===== src/logic/elg_pkg.sv =====
// ----------------------------------------------------------------------
// Shared constants for the EEE global low power idle control
// ----------------------------------------------------------------------
package elg_pkg;

	// Direct byte addresses of the indirect access window
	localparam logic [7:0] ADDR_IND_CTRL = 8'h6e;
	localparam logic [7:0] ADDR_IND_OFFSET = 8'h6f;
	localparam logic [7:0] ADDR_IND_DATA = 8'ha0;

	// Field layout of the indirect control byte
	localparam int TABLE_MSB = 7;
	localparam int TABLE_LSB = 5;
	localparam int PORT_MSB = 3;
	localparam int PORT_LSB = 0;

	// Selection code of the global EEE table
	localparam logic [2:0] TABLE_EEE = 3'h1;
	localparam logic [3:0] PORT_GLOBAL = 4'h0;

	// Byte offsets inside the global EEE table
	localparam logic [7:0] OFS_BUF_HI = 8'h30;
	localparam logic [7:0] OFS_BUF_LO = 8'h31;
	localparam logic [7:0] OFS_WAIT_HI = 8'h32;
	localparam logic [7:0] OFS_WAIT_LO = 8'h33;

	// Fixed read values and reset values
	localparam logic [7:0] BUF_HI_RO = 8'h40;
	localparam logic [6:0] BUF_LO_RO = 7'h10;
	localparam int TERM_EN_BIT = 7;
	localparam logic TERM_EN_RESET = 1'b0;
	localparam logic [15:0] WAIT_RESET = 16'h0010;
	localparam logic [7:0] BYTE_ZERO = 8'h00;
	localparam logic [7:0] CTRL_RESET = 8'h00;
	localparam logic [7:0] OFFSET_RESET = 8'h00;

	// Wait time step and its length in clock cycles
	localparam int STEP_TIME_NS = 1300000;
	localparam int CLK_PERIOD_NS = 100;
	localparam int STEP_CYCLES = (STEP_TIME_NS + CLK_PERIOD_NS - 1) / CLK_PERIOD_NS;

	// Per-port idle request sequence
	typedef enum logic [1:0] {
		ELG_IDLE = 2'b00,
		ELG_COUNT = 2'b01,
		ELG_REQ = 2'b11
	} elg_lpi_state_type;

endpackage


===== src/logic/elg_cfg_if.sv =====
// ----------------------------------------------------------------------
// Carrier between indirect access, global registers and port timers
// ----------------------------------------------------------------------
interface elg_cfg_if;
	logic wr_stb;
	logic [7:0] offset;
	logic [7:0] wdata;
	logic [7:0] rbyte;
	logic term_en;
	logic [15:0] wait_time;

	modport regfile (
		input wr_stb,
		input offset,
		input wdata,
		output rbyte,
		output term_en,
		output wait_time
	);

	modport access (
		output wr_stb,
		output offset,
		output wdata,
		input rbyte
	);

	modport timer (
		input term_en,
		input wait_time
	);
endinterface


===== src/logic/elg_port_timer.sv =====
// ----------------------------------------------------------------------
// Empty queue timer and idle request for one copper port
// ----------------------------------------------------------------------
module elg_port_timer (
	// Clock, reset, enable
	input wire logic clock_in,
	input wire logic arst_n_in,
	input wire logic ce_in,
	// Shared step pulse and configuration
	input wire logic step_in,
	elg_cfg_if.timer cfg,
	// Port status
	input wire logic queue_empty_in,
	input wire logic input_traffic_in,
	input wire logic eee_100bt_en_in,
	// Idle request
	output logic lpi_req_out
);

	elg_pkg::elg_lpi_state_type state_reg, state_next;
	logic [15:0] cnt_reg, cnt_next;
	logic req_reg;

	// Conditions that restart the wait
	wire cancel = cfg.term_en && input_traffic_in;
	wire restart = !eee_100bt_en_in || !queue_empty_in || cancel;
	// Wait lowered during a count ends it at the next step, no wrap
	wire cnt_done = (cnt_reg >= cfg.wait_time);

	// Next state: one more step after the wait time means it is exceeded
	always_comb begin
		state_next = state_reg;
		cnt_next = cnt_reg;
		if (restart) begin
			state_next = elg_pkg::ELG_IDLE;
			cnt_next = '0;
		end else begin
			unique case (state_reg)
				elg_pkg::ELG_IDLE: begin
					state_next = elg_pkg::ELG_COUNT;
					cnt_next = '0;
				end
				elg_pkg::ELG_COUNT: begin
					if (step_in) begin
						if (cnt_done) begin
							state_next = elg_pkg::ELG_REQ;
						end else begin
							cnt_next = cnt_reg + 16'h0001;
						end
					end
				end
				elg_pkg::ELG_REQ: begin
					state_next = elg_pkg::ELG_REQ;
				end
				default: begin
					state_next = elg_pkg::ELG_IDLE;
				end
			endcase
		end
	end

	// State, counter and registered request
	always_ff @(posedge clock_in or negedge arst_n_in) begin
		if (!arst_n_in) begin
			state_reg <= elg_pkg::ELG_IDLE;
			cnt_reg <= '0;
			req_reg <= 1'b0;
		end else if (ce_in) begin
			state_reg <= state_next;
			cnt_reg <= cnt_next;
			req_reg <= (state_next == elg_pkg::ELG_REQ);
		end
	end

	assign lpi_req_out = req_reg;

endmodule


===== src/logic/elg_regfile.sv =====
// ----------------------------------------------------------------------
// Global EEE registers behind the indirect window
// ----------------------------------------------------------------------
module elg_regfile (
	// Clock, reset, enable
	input wire logic clock_in,
	input wire logic arst_n_in,
	input wire logic ce_in,
	// Indirect access and configuration
	elg_cfg_if.regfile cfg
);

	logic term_en_reg;
	logic [15:0] wait_reg;

	// Write decode per byte offset
	wire wr_buf_lo = cfg.wr_stb && (cfg.offset == elg_pkg::OFS_BUF_LO);
	wire wr_wait_hi = cfg.wr_stb && (cfg.offset == elg_pkg::OFS_WAIT_HI);
	wire wr_wait_lo = cfg.wr_stb && (cfg.offset == elg_pkg::OFS_WAIT_LO);

	// Writable fields; reserved bits are not stored
	always_ff @(posedge clock_in or negedge arst_n_in) begin
		if (!arst_n_in) begin
			term_en_reg <= elg_pkg::TERM_EN_RESET;
			wait_reg <= elg_pkg::WAIT_RESET;
		end else if (ce_in) begin
			if (wr_buf_lo) begin
				term_en_reg <= cfg.wdata[elg_pkg::TERM_EN_BIT];
			end
			if (wr_wait_hi) begin
				wait_reg[15:8] <= cfg.wdata;
			end
			if (wr_wait_lo) begin
				wait_reg[7:0] <= cfg.wdata;
			end
		end
	end

	// Read byte selection, reserved fields read fixed values
	wire [7:0] buf_lo_byte = {term_en_reg, elg_pkg::BUF_LO_RO};
	assign cfg.rbyte = (cfg.offset == elg_pkg::OFS_BUF_HI) ? elg_pkg::BUF_HI_RO :
		(cfg.offset == elg_pkg::OFS_BUF_LO) ? buf_lo_byte :
		(cfg.offset == elg_pkg::OFS_WAIT_HI) ? wait_reg[15:8] :
		(cfg.offset == elg_pkg::OFS_WAIT_LO) ? wait_reg[7:0] :
		elg_pkg::BYTE_ZERO;

	// One shared copy for all copper ports
	assign cfg.term_en = term_en_reg;
	assign cfg.wait_time = wait_reg;

endmodule


===== src/logic/elg_top.sv =====
// Function
// - Idle control serves copper ports only
// - EEE registers reached only by indirect access
// - Select table 001, port 0, then offset
// - Data byte register reads and writes selection
// - Buffer control at offsets 0x30 and 0x31
// - Enable bit 7 lets traffic cancel request
// - Wait time at offsets 0x32 and 0x33
// - Request only after queue empty beyond wait
// - Wait time counts in 1.3 ms steps
// - Wait time used only with 100BT EEE
// - One wait time shared by all ports
module elg_top #(
	parameter int NUM_PORTS = 4,
	parameter int STEP_CYCLES = elg_pkg::STEP_CYCLES
) (
	// Clock, reset, enable
	input wire logic clock_in,
	input wire logic arst_n_in,
	input wire logic ce_in,
	// Byte register port
	input wire logic [7:0] reg_addr_in,
	input wire logic [7:0] reg_wdata_in,
	input wire logic reg_wr_in,
	input wire logic reg_rd_in,
	output logic [7:0] reg_rdata_out,
	// Copper port status
	input wire logic [NUM_PORTS-1:0] queue_empty_in,
	input wire logic [NUM_PORTS-1:0] input_traffic_in,
	input wire logic [NUM_PORTS-1:0] eee_100bt_en_in,
	// Idle requests
	output logic [NUM_PORTS-1:0] lpi_req_out
);

	// ----------------------------------------------------------------------
	// Elaboration checks
	// ----------------------------------------------------------------------
	localparam int STEP_W = (STEP_CYCLES > 1) ? $clog2(STEP_CYCLES) : 1;
	localparam logic [STEP_W-1:0] STEP_LAST = STEP_W'(STEP_CYCLES - 1);
	localparam logic [STEP_W-1:0] STEP_ONE = STEP_W'(1);

	if (NUM_PORTS < 1 || NUM_PORTS > 15) begin : g_bad_ports
		$error("NUM_PORTS out of range");
	end
	if (STEP_CYCLES < 2) begin : g_bad_step
		$error("STEP_CYCLES must be at least 2");
	end

	// ----------------------------------------------------------------------
	// Indirect selection
	// ----------------------------------------------------------------------
	elg_cfg_if cfg ();

	logic [7:0] ctrl_reg;
	logic [7:0] offset_reg;
	logic [7:0] rdata_reg;

	// Direct address decode
	wire hit_ctrl = (reg_addr_in == elg_pkg::ADDR_IND_CTRL);
	wire hit_offset = (reg_addr_in == elg_pkg::ADDR_IND_OFFSET);
	wire hit_data = (reg_addr_in == elg_pkg::ADDR_IND_DATA);

	// Table and port fields of the selection
	wire [2:0] sel_table = ctrl_reg[elg_pkg::TABLE_MSB:elg_pkg::TABLE_LSB];
	wire [3:0] sel_port = ctrl_reg[elg_pkg::PORT_MSB:elg_pkg::PORT_LSB];
	wire global_sel = (sel_table == elg_pkg::TABLE_EEE) &&
		(sel_port == elg_pkg::PORT_GLOBAL);

	// Selection registers
	always_ff @(posedge clock_in or negedge arst_n_in) begin
		if (!arst_n_in) begin
			ctrl_reg <= elg_pkg::CTRL_RESET;
			offset_reg <= elg_pkg::OFFSET_RESET;
		end else if (ce_in && reg_wr_in) begin
			if (hit_ctrl) begin
				ctrl_reg <= reg_wdata_in;
			end
			if (hit_offset) begin
				offset_reg <= reg_wdata_in;
			end
		end
	end

	// Data byte writes reach the global table only when it is selected
	assign cfg.wr_stb = ce_in && reg_wr_in && hit_data && global_sel;
	assign cfg.offset = offset_reg;
	assign cfg.wdata = reg_wdata_in;

	// ----------------------------------------------------------------------
	// Read data
	// ----------------------------------------------------------------------
	wire [7:0] ind_byte = global_sel ? cfg.rbyte : elg_pkg::BYTE_ZERO;
	wire [7:0] rd_next = hit_ctrl ? ctrl_reg :
		hit_offset ? offset_reg :
		hit_data ? ind_byte :
		elg_pkg::BYTE_ZERO;

	// Read data is captured on the read strobe and held
	always_ff @(posedge clock_in or negedge arst_n_in) begin
		if (!arst_n_in) begin
			rdata_reg <= elg_pkg::BYTE_ZERO;
		end else if (ce_in && reg_rd_in) begin
			rdata_reg <= rd_next;
		end
	end

	assign reg_rdata_out = rdata_reg;

	// ----------------------------------------------------------------------
	// Global registers
	// ----------------------------------------------------------------------
	elg_regfile u_regfile (
		.clock_in(clock_in),
		.arst_n_in(arst_n_in),
		.ce_in(ce_in),
		.cfg(cfg)
	);

	// ----------------------------------------------------------------------
	// Wait time step generator
	// ----------------------------------------------------------------------
	logic [STEP_W-1:0] step_cnt_reg;

	wire step = (step_cnt_reg == STEP_LAST);

	// Free running divider shared by all ports
	always_ff @(posedge clock_in or negedge arst_n_in) begin
		if (!arst_n_in) begin
			step_cnt_reg <= '0;
		end else if (ce_in) begin
			step_cnt_reg <= step ? '0 : step_cnt_reg + STEP_ONE;
		end
	end

	// ----------------------------------------------------------------------
	// Copper port timers; the uplink port has no timer
	// ----------------------------------------------------------------------
	for (genvar p = 0; p < NUM_PORTS; p++) begin : g_port
		elg_port_timer u_timer (
			.clock_in(clock_in),
			.arst_n_in(arst_n_in),
			.ce_in(ce_in),
			.step_in(step),
			.cfg(cfg),
			.queue_empty_in(queue_empty_in[p]),
			.input_traffic_in(input_traffic_in[p]),
			.eee_100bt_en_in(eee_100bt_en_in[p]),
			.lpi_req_out(lpi_req_out[p])
		);
	end

endmodule


===== config.mk =====
export PLATFORM = sky130hd
export DESIGN_NAME = elg_top
export DESIGN_NICKNAME = d
export VERILOG_FILES = /design/src/logic/elg_pkg.sv /design/src/logic/elg_cfg_if.sv /design/src/logic/elg_port_timer.sv /design/src/logic/elg_regfile.sv /design/src/logic/elg_top.sv
export SDC_FILE = /design/constraint.sdc
export NUM_CORES = 1
export LEC_CHECK = 0
export CORE_MARGIN = 3
export CORE_UTILIZATION = 55
export CTS_CLUSTER_DIAMETER = 30
export DETAILED_ROUTE_END_ITERATION = 10
export DONT_BUFFER_PORTS = 1
export GPL_TIMING_DRIVEN = 0
export PLACE_DENSITY = 0.77
export SKIP_CTS_REPAIR_TIMING = 1
export SYNTH_ARGS = -nofsm -noshare
export SYNTH_HDL_FRONTEND = slang
export SYNTH_SLANG_ARGS = --single-unit

===== constraint.sdc =====
create_clock -name clock_in -period 5.18 [get_ports clock_in]
set_input_delay 0.259 -clock clock_in [delete_from_list [all_inputs] [get_ports clock_in]]
set_output_delay 0.259 -clock clock_in [all_outputs]
set_load 0.01 [all_outputs]

==> impl_metrics.tcl, run 1 <==
set metrics [dict create \
    die_h_um 126.4 \
    synth_nets 968 \
    syn_area_per_cell_um2 9.199 \
    drc 0 \
    critPathLaunch "u_regfile.cfg.wait_time[6]" \
    leakage_uw 0.004098 \
    wl_um 20540 \
    final-seq-area_um2 3279 \
    grt_use_total 0.2632 \
    vias 6886 \
    tritoncts "done" \
    synth_cells 866 \
    synth_area_um2 7966 \
    synth_cell_types 62 \
    power_density_nw_per_um2 269.6 \
    crit_required_ns 5.46 \
    critPathCaptureType "flop" \
    crit_chain "inv_1 > ha_1 > a211oi_1 > nor2_1 > a2111oi_0 > o21ai_0 > a21oi_1 > a32o_1 > buf_2 > clkbuf_1 > a31oi_1" \
    insertedDiodeCount 0 \
    grt_first_pass_wirelength_um 33290 \
    rsz0062_at_grt "no" \
    hold_ws_ns 0.0006327 \
    fp.dieW_um 126.4 \
    hold_path.startpoint "queue_empty_in[1]" \
    multi_input_area_um2 4403 \
    numCtsBuffers 17 \
    postPlaceCellArea_um2 8192 \
    largest_reg_flops 64 \
    clk_pin_slew_worst_paths_ns 0.06 \
    clk_latency_ns 0.44 \
    synthToLayoutAreaGrowth_pct 11.54 \
    cts_buffer_depth 2 \
    yosys_register_bits 131 \
    fin_setup_tns_ns 0 \
    reg2regPathDepth 11 \
    htreeDepth 4 \
    ant_nets 0 \
    finalHoldViolations 0 \
    reg2reg_to "g_port[1].u_timer.cnt_reg[12]" \
    drt_iter0_drc 780 \
    fin_crit_sh 0.6946 \
    crit_type "flop to flop" \
    hpwl_um 14130 \
    skew_ns 0.01131 \
    core-area_um2 14040 \
    avgViaCountPerCell 6.335 \
    worst-slew-pin-transition_ns 0.7125 \
    fin_crit_ns 3.598 \
    rows 43 \
    overflow 0 \
    port_buffers 0 \
    cp-start-kind "flop" \
    start_util 0.5673 \
    fillers 1148 \
    drive_gt1_frac 0.07938 \
    r2r_slack_ns 1.58 \
    antenna_found_initial 0 \
    cts_sinks 131 \
    gp_congestion 0.8802 \
    setup_violations 0 \
    io_pins 45 \
    drv_slew 0 \
    grt_pass1_vias 6290 \
    max_slew_margin 0.5250 \
    final_cell_area_um2 8886 \
    max_freq_mhz 277.9 \
    max_stage_delay_ns 0.62 \
    grt_max_degree 132 \
    hold_path_depth 2 \
    ys_seq_area_frac 0.4117 \
    holdCritPathClass "primary input to flop" \
    cp.arrival_ns 3.88 \
    yosys_warnings 0 \
    slowest_stage "a21oi_1" \
    root_buffer "clkbuf_16" \
    p_total_uw 2396 \
    cp_max_fo 10 \
    dr.pass1.iters 5 \
    synthArstFlopShare 1.000 \
    endpoint "g_port[1].u_timer.cnt_reg[12]" \
    wl_per_cell_um 18.90 \
    status "completed" \
    synth_flop_cell "dfrtp_1" \
    nets 997 \
    maxCapViolCount 0 \
    die_area_um2 15960 \
    synth-edff-count 0 \
    vdd_drop_max_uv 260.2 \
    r2r-start "u_regfile.cfg.wait_time[6]" \
]
report_power, final:
part,internal [µW],total (µW),switching (µW)
clock,720,1190,470
sequential,1050,1080,31.9
combinational,46.4,125,79.0
total,1820,2400,581
through the flow:
step / instances / utilization / setup WS (ns)
floorplan: 866 / - / 2.433
global placement: 1046 / 0.5834 / 1.690
detailed placement: 1046 / 0.5834 / 1.624
CTS: 1077 / 0.6244 / 1.612
global route: 1087 / 0.6328 / 1.283
finish: 1087 / 0.6328 / 1.582
worst max-delay path, delay by kind of cell, from the launching register on:
family	cells	cell delay (ns)
AOI/OAI and AO/OA	6	1.85
and+or+nand+nor	1	0.08
buffers and inverters	3	0.85
adders and majority gates	1	0.30
DFF	1	0.37
cells in the mapped netlist (all sizes together), types with 2 or more instances:
library cell,instances,area (µm²)
dfrtp,130,3253
o21ai,89,445.4
ha,69,863.3
nand2,66,250.2
nand3,53,270.3
nor2,53,214.0
a21oi,48,240.2
inv,38,142.6
a31oi,36,225.2
nand4,31,193.9
and3,27,168.9
clkbuf,25,93.84
mux2,25,281.5
o31ai,17,127.6
or3,14,87.58
nand2b,12,75.07
nor3,10,50.05
a21o,9,67.56
or4,9,71.32
buf,8,47.55
mux2i,8,80.08
nor2b,8,50.05
and2,7,43.79
o22ai,6,37.54
a211oi,5,37.54
and4,5,46.29
o211ai,5,37.54
or2,5,31.28
xnor2,5,43.79
xor2,5,43.79
nor3b,3,22.52
o21a,3,22.52
o22a,3,26.28
o2bb2ai,3,26.28
a2111oi,2,17.52
a221o,2,20.02
a41oi,2,17.52
nor4,2,12.51
nor4b,2,17.52
o21bai,2,15.01
or4b,2,20.02
cell type report:
| type | count | share of cell area |
|---|---|---|
| Inverter | 38 | 0.01605 |
| Sequential cell | 131 | 0.3691 |
| Clock buffer | 20 | 0.05027 |
| Tap cell | 180 | 0.02534 |
| Clock inverter | 11 | 0.01464 |
| Timing Repair Buffer | 10 | 0.01324 |
| Buffer | 33 | 0.01591 |
| Multi-Input combinational cell | 664 | 0.4955 |
placed cells by master, fill, tap and decap left out, types with 6 or more instances in the layout:
cell and instances:
a21o_1 9, o21ai_0 89, nand4_1 31, nor2_1 51, o22ai_1 6, mux2_2 25
nand3_1 52, or4_1 8, clkbuf_16 17, and2_1 7, mux2i_1 8, nor3_1 10
a31oi_1 36, dfrtp_1 130, a21oi_1 48, clkbuf_1 27, nor2b_1 8, or3_1 14
o31ai_1 17, nand2_1 65, nand2b_1 12, dlygate4sd3_1 9, inv_1 38, ha_1 69
and3_1 27
worst min path at each step:
| stage | endpoint | slack, ns |
|---|---|---|
| after CTS | reg_rdata_out[2] | -0.49 |
| after global placement | g_port[1].u_timer.cnt_reg[9] | -0.03 |
| final | g_port[1].u_timer.state_reg[0] | 0.0006 |
| after global routing | g_port[2].u_timer.state_reg[0] | 0.009 |
| after detailed placement | g_port[1].u_timer.cnt_reg[9] | -0.03 |
| after floorplan | cfg.offset[0] | -0.04 |
layer usage:
metal,track usage,wire (µm)
met1,0.3650,8978
met2,0.4044,9647
met3,0.06737,1453
met4,0.09022,465
met5,0,0
cell families after synthesis:
logic type	share of synthesized area
buf+inv	0.03565
flops	0.4117
mux	0.04539
simple gates	0.2064
xor+xnor	0.01099
compound gates	0.1816
fa+ha+maj	0.1084
Power figures use the tool's default switching activity.
==> run 2, diff against run 1 <==
- clock period: 5.18 -> 3.5 ns (I/O delays scaled with it)
==> run 2 against run 1 <==
  * Critical path depth shrank 1
  * Clock skew grew 0.00075 ns
  * Cell count grew 0.55%
  * Register-to-register slack lost 1.4 ns
  * Non-clock buffer count grew 6
  * Count of clock-buffer cells in the layout is the same
  * Maximum frequency grew 9.9%
  * Final area grew 0.93%
  * Utilization grew 0.59 points
  * Critical path type unchanged
  * Critical endpoint is now g_port[0].u_timer.cnt_reg[5]
  * Largest power group unchanged
==> impl_metrics.tcl, run 2 (same netlist as run 1, synthesis figures left out) <==
set metrics [dict create \
    cp_max_fo 10 \
    cp.arrival_ns 3.56 \
    largest_reg_flops 64 \
    drc 0 \
    crit_type "flop to flop" \
    final_core_util 0.6387 \
    clk_pin_slew_worst_paths_ns 0.06 \
    port_buffers 0 \
    finalHoldViolations 0 \
    start_util 0.5673 \
    gp_congestion 0.8802 \
    vdd_drop_max_uv 387.1 \
    max_freq_mhz 305.4 \
    maxCapViolCount 0 \
    fin_crit_sh 0.9354 \
    status "completed" \
    critPathCaptureType "flop" \
    worst-slew-pin-transition_ns 0.7209 \
    power_density_nw_per_um2 396.3 \
    final_common_cell "dfrtp_1" \
    rows 43 \
    cts_sinks 131 \
    vias 6879 \
    tritoncts "done" \
    pre_cts_ws_ns -0.05621 \
    rsz0062_at_grt "no" \
    drv_slew 0 \
    setup_violations 0 \
    grt_use_total 0.2632 \
    cts_buffer_depth 2 \
    holdCritPathClass "primary input to flop" \
    antenna_found_initial 0 \
    hpwl_um 14130 \
    drive_gt1_frac 0.08215 \
    avgViaCountPerCell 6.294 \
    skew_ns 0.01206 \
    root_buffer "clkbuf_16" \
    max_slew_margin 0.5194 \
    finalWorstSetupSlack_ns 0.2261 \
    wl_um 20660 \
    cp-start-kind "flop" \
    grt_first_pass_wirelength_um 33290 \
    crit_required_ns 3.79 \
    reg2regPathDepth 10 \
    grt_pass1_vias 6290 \
    numCtsBuffers 17 \
    htreeDepth 4 \
    r2r_slack_ns 0.23 \
    die_area_um2 15960 \
    leakage_uw 0.004125 \
    core-area_um2 14040 \
    clk_latency_ns 0.44 \
    synthToLayoutAreaGrowth_pct 12.58 \
    die_h_um 126.4 \
    ant_nets 0 \
    io_pins 45 \
    grt_max_degree 132 \
    dr.pass1.iters 5 \
    drt_iter0_drc 778 \
    wl_per_cell_um 18.90 \
    fp.dieW_um 126.4 \
    overflow 0 \
    insertedDiodeCount 0 \
    hold_path_depth 2 \
    fin_crit_ns 3.274 \
    layout_common_cells "dfrtp_1, o21ai_0, ha_1" \
    nets 1003 \
    fin_setup_tns_ns 0 \
]
[run 2: worst paths after layout]
| check | end | start |
|---|---|---|
| max reg2reg | g_port[0].u_timer.cnt_reg[5] | u_regfile.cfg.wait_time[13] |
| min | g_port[2].u_timer.state_reg[1] | queue_empty_in[2] |
| min in group asynchronous | g_port[1].u_timer.cnt_reg[9] | arst_n_in |
| max in group asynchronous | g_port[1].u_timer.cnt_reg[2] | arst_n_in |
| max | g_port[0].u_timer.cnt_reg[5] | u_regfile.cfg.wait_time[13] |
| min reg2reg | g_port[0].u_timer.lpi_req_out | g_port[0].u_timer.lpi_req_out |
[run 2: where the power goes]
part | internal [µW] | switching (µW)
logic | 73.8 | 119
clock network | 1070 | 697
registers | 1550 | 47.0
[run 2: area by class of cell]
type	instances	area, µm²
clock inverter	11	130.1
clock buffer	20	446.7
multi-input combinational	664	4419
tap	180	225.2
inverter	38	142.6
buffer	32	137.6
sequential	131	3279
timing repair buffer	17	187.7
fill	1144	5074
[run 2: per-stage QoR]
| step | std cells | hold slack, ns | area (µm²) | power [µW] |
|---|---|---|---|---|
| finish | 1093 | 0.009127 | 8969 | 3554 |
| global route | 1093 | 0.0003129 | 8969 | 3670 |
| CTS | 1077 | -0.5707 | 8768 | 3512 |
| detailed placement | 1046 | -0.1149 | 8192 | 1763 |
| global placement | 1046 | -0.1147 | 8192 | 1760 |
| floorplan | 866 | -0.1206 | 7966 | 1724 |
[run 2: layer usage]
metal  GRT usage  wire, µm
met5           0         0
met2      0.4044      9690
met1      0.3650      9076
met4     0.09022       488
met3     0.06737      1401
[run 2: critical path: stages, from the launching register on]
cell,delay (ns)
dfrtp_1,0.40
inv_1,0.29
ha_1,0.31
a21o_1,0.18
a21o_1,0.17
a211oi_1,0.49
nand4b_1,0.40
clkbuf_1,0.33
clkbuf_1,0.27
o21ai_0,0.21
a21oi_1,0.08
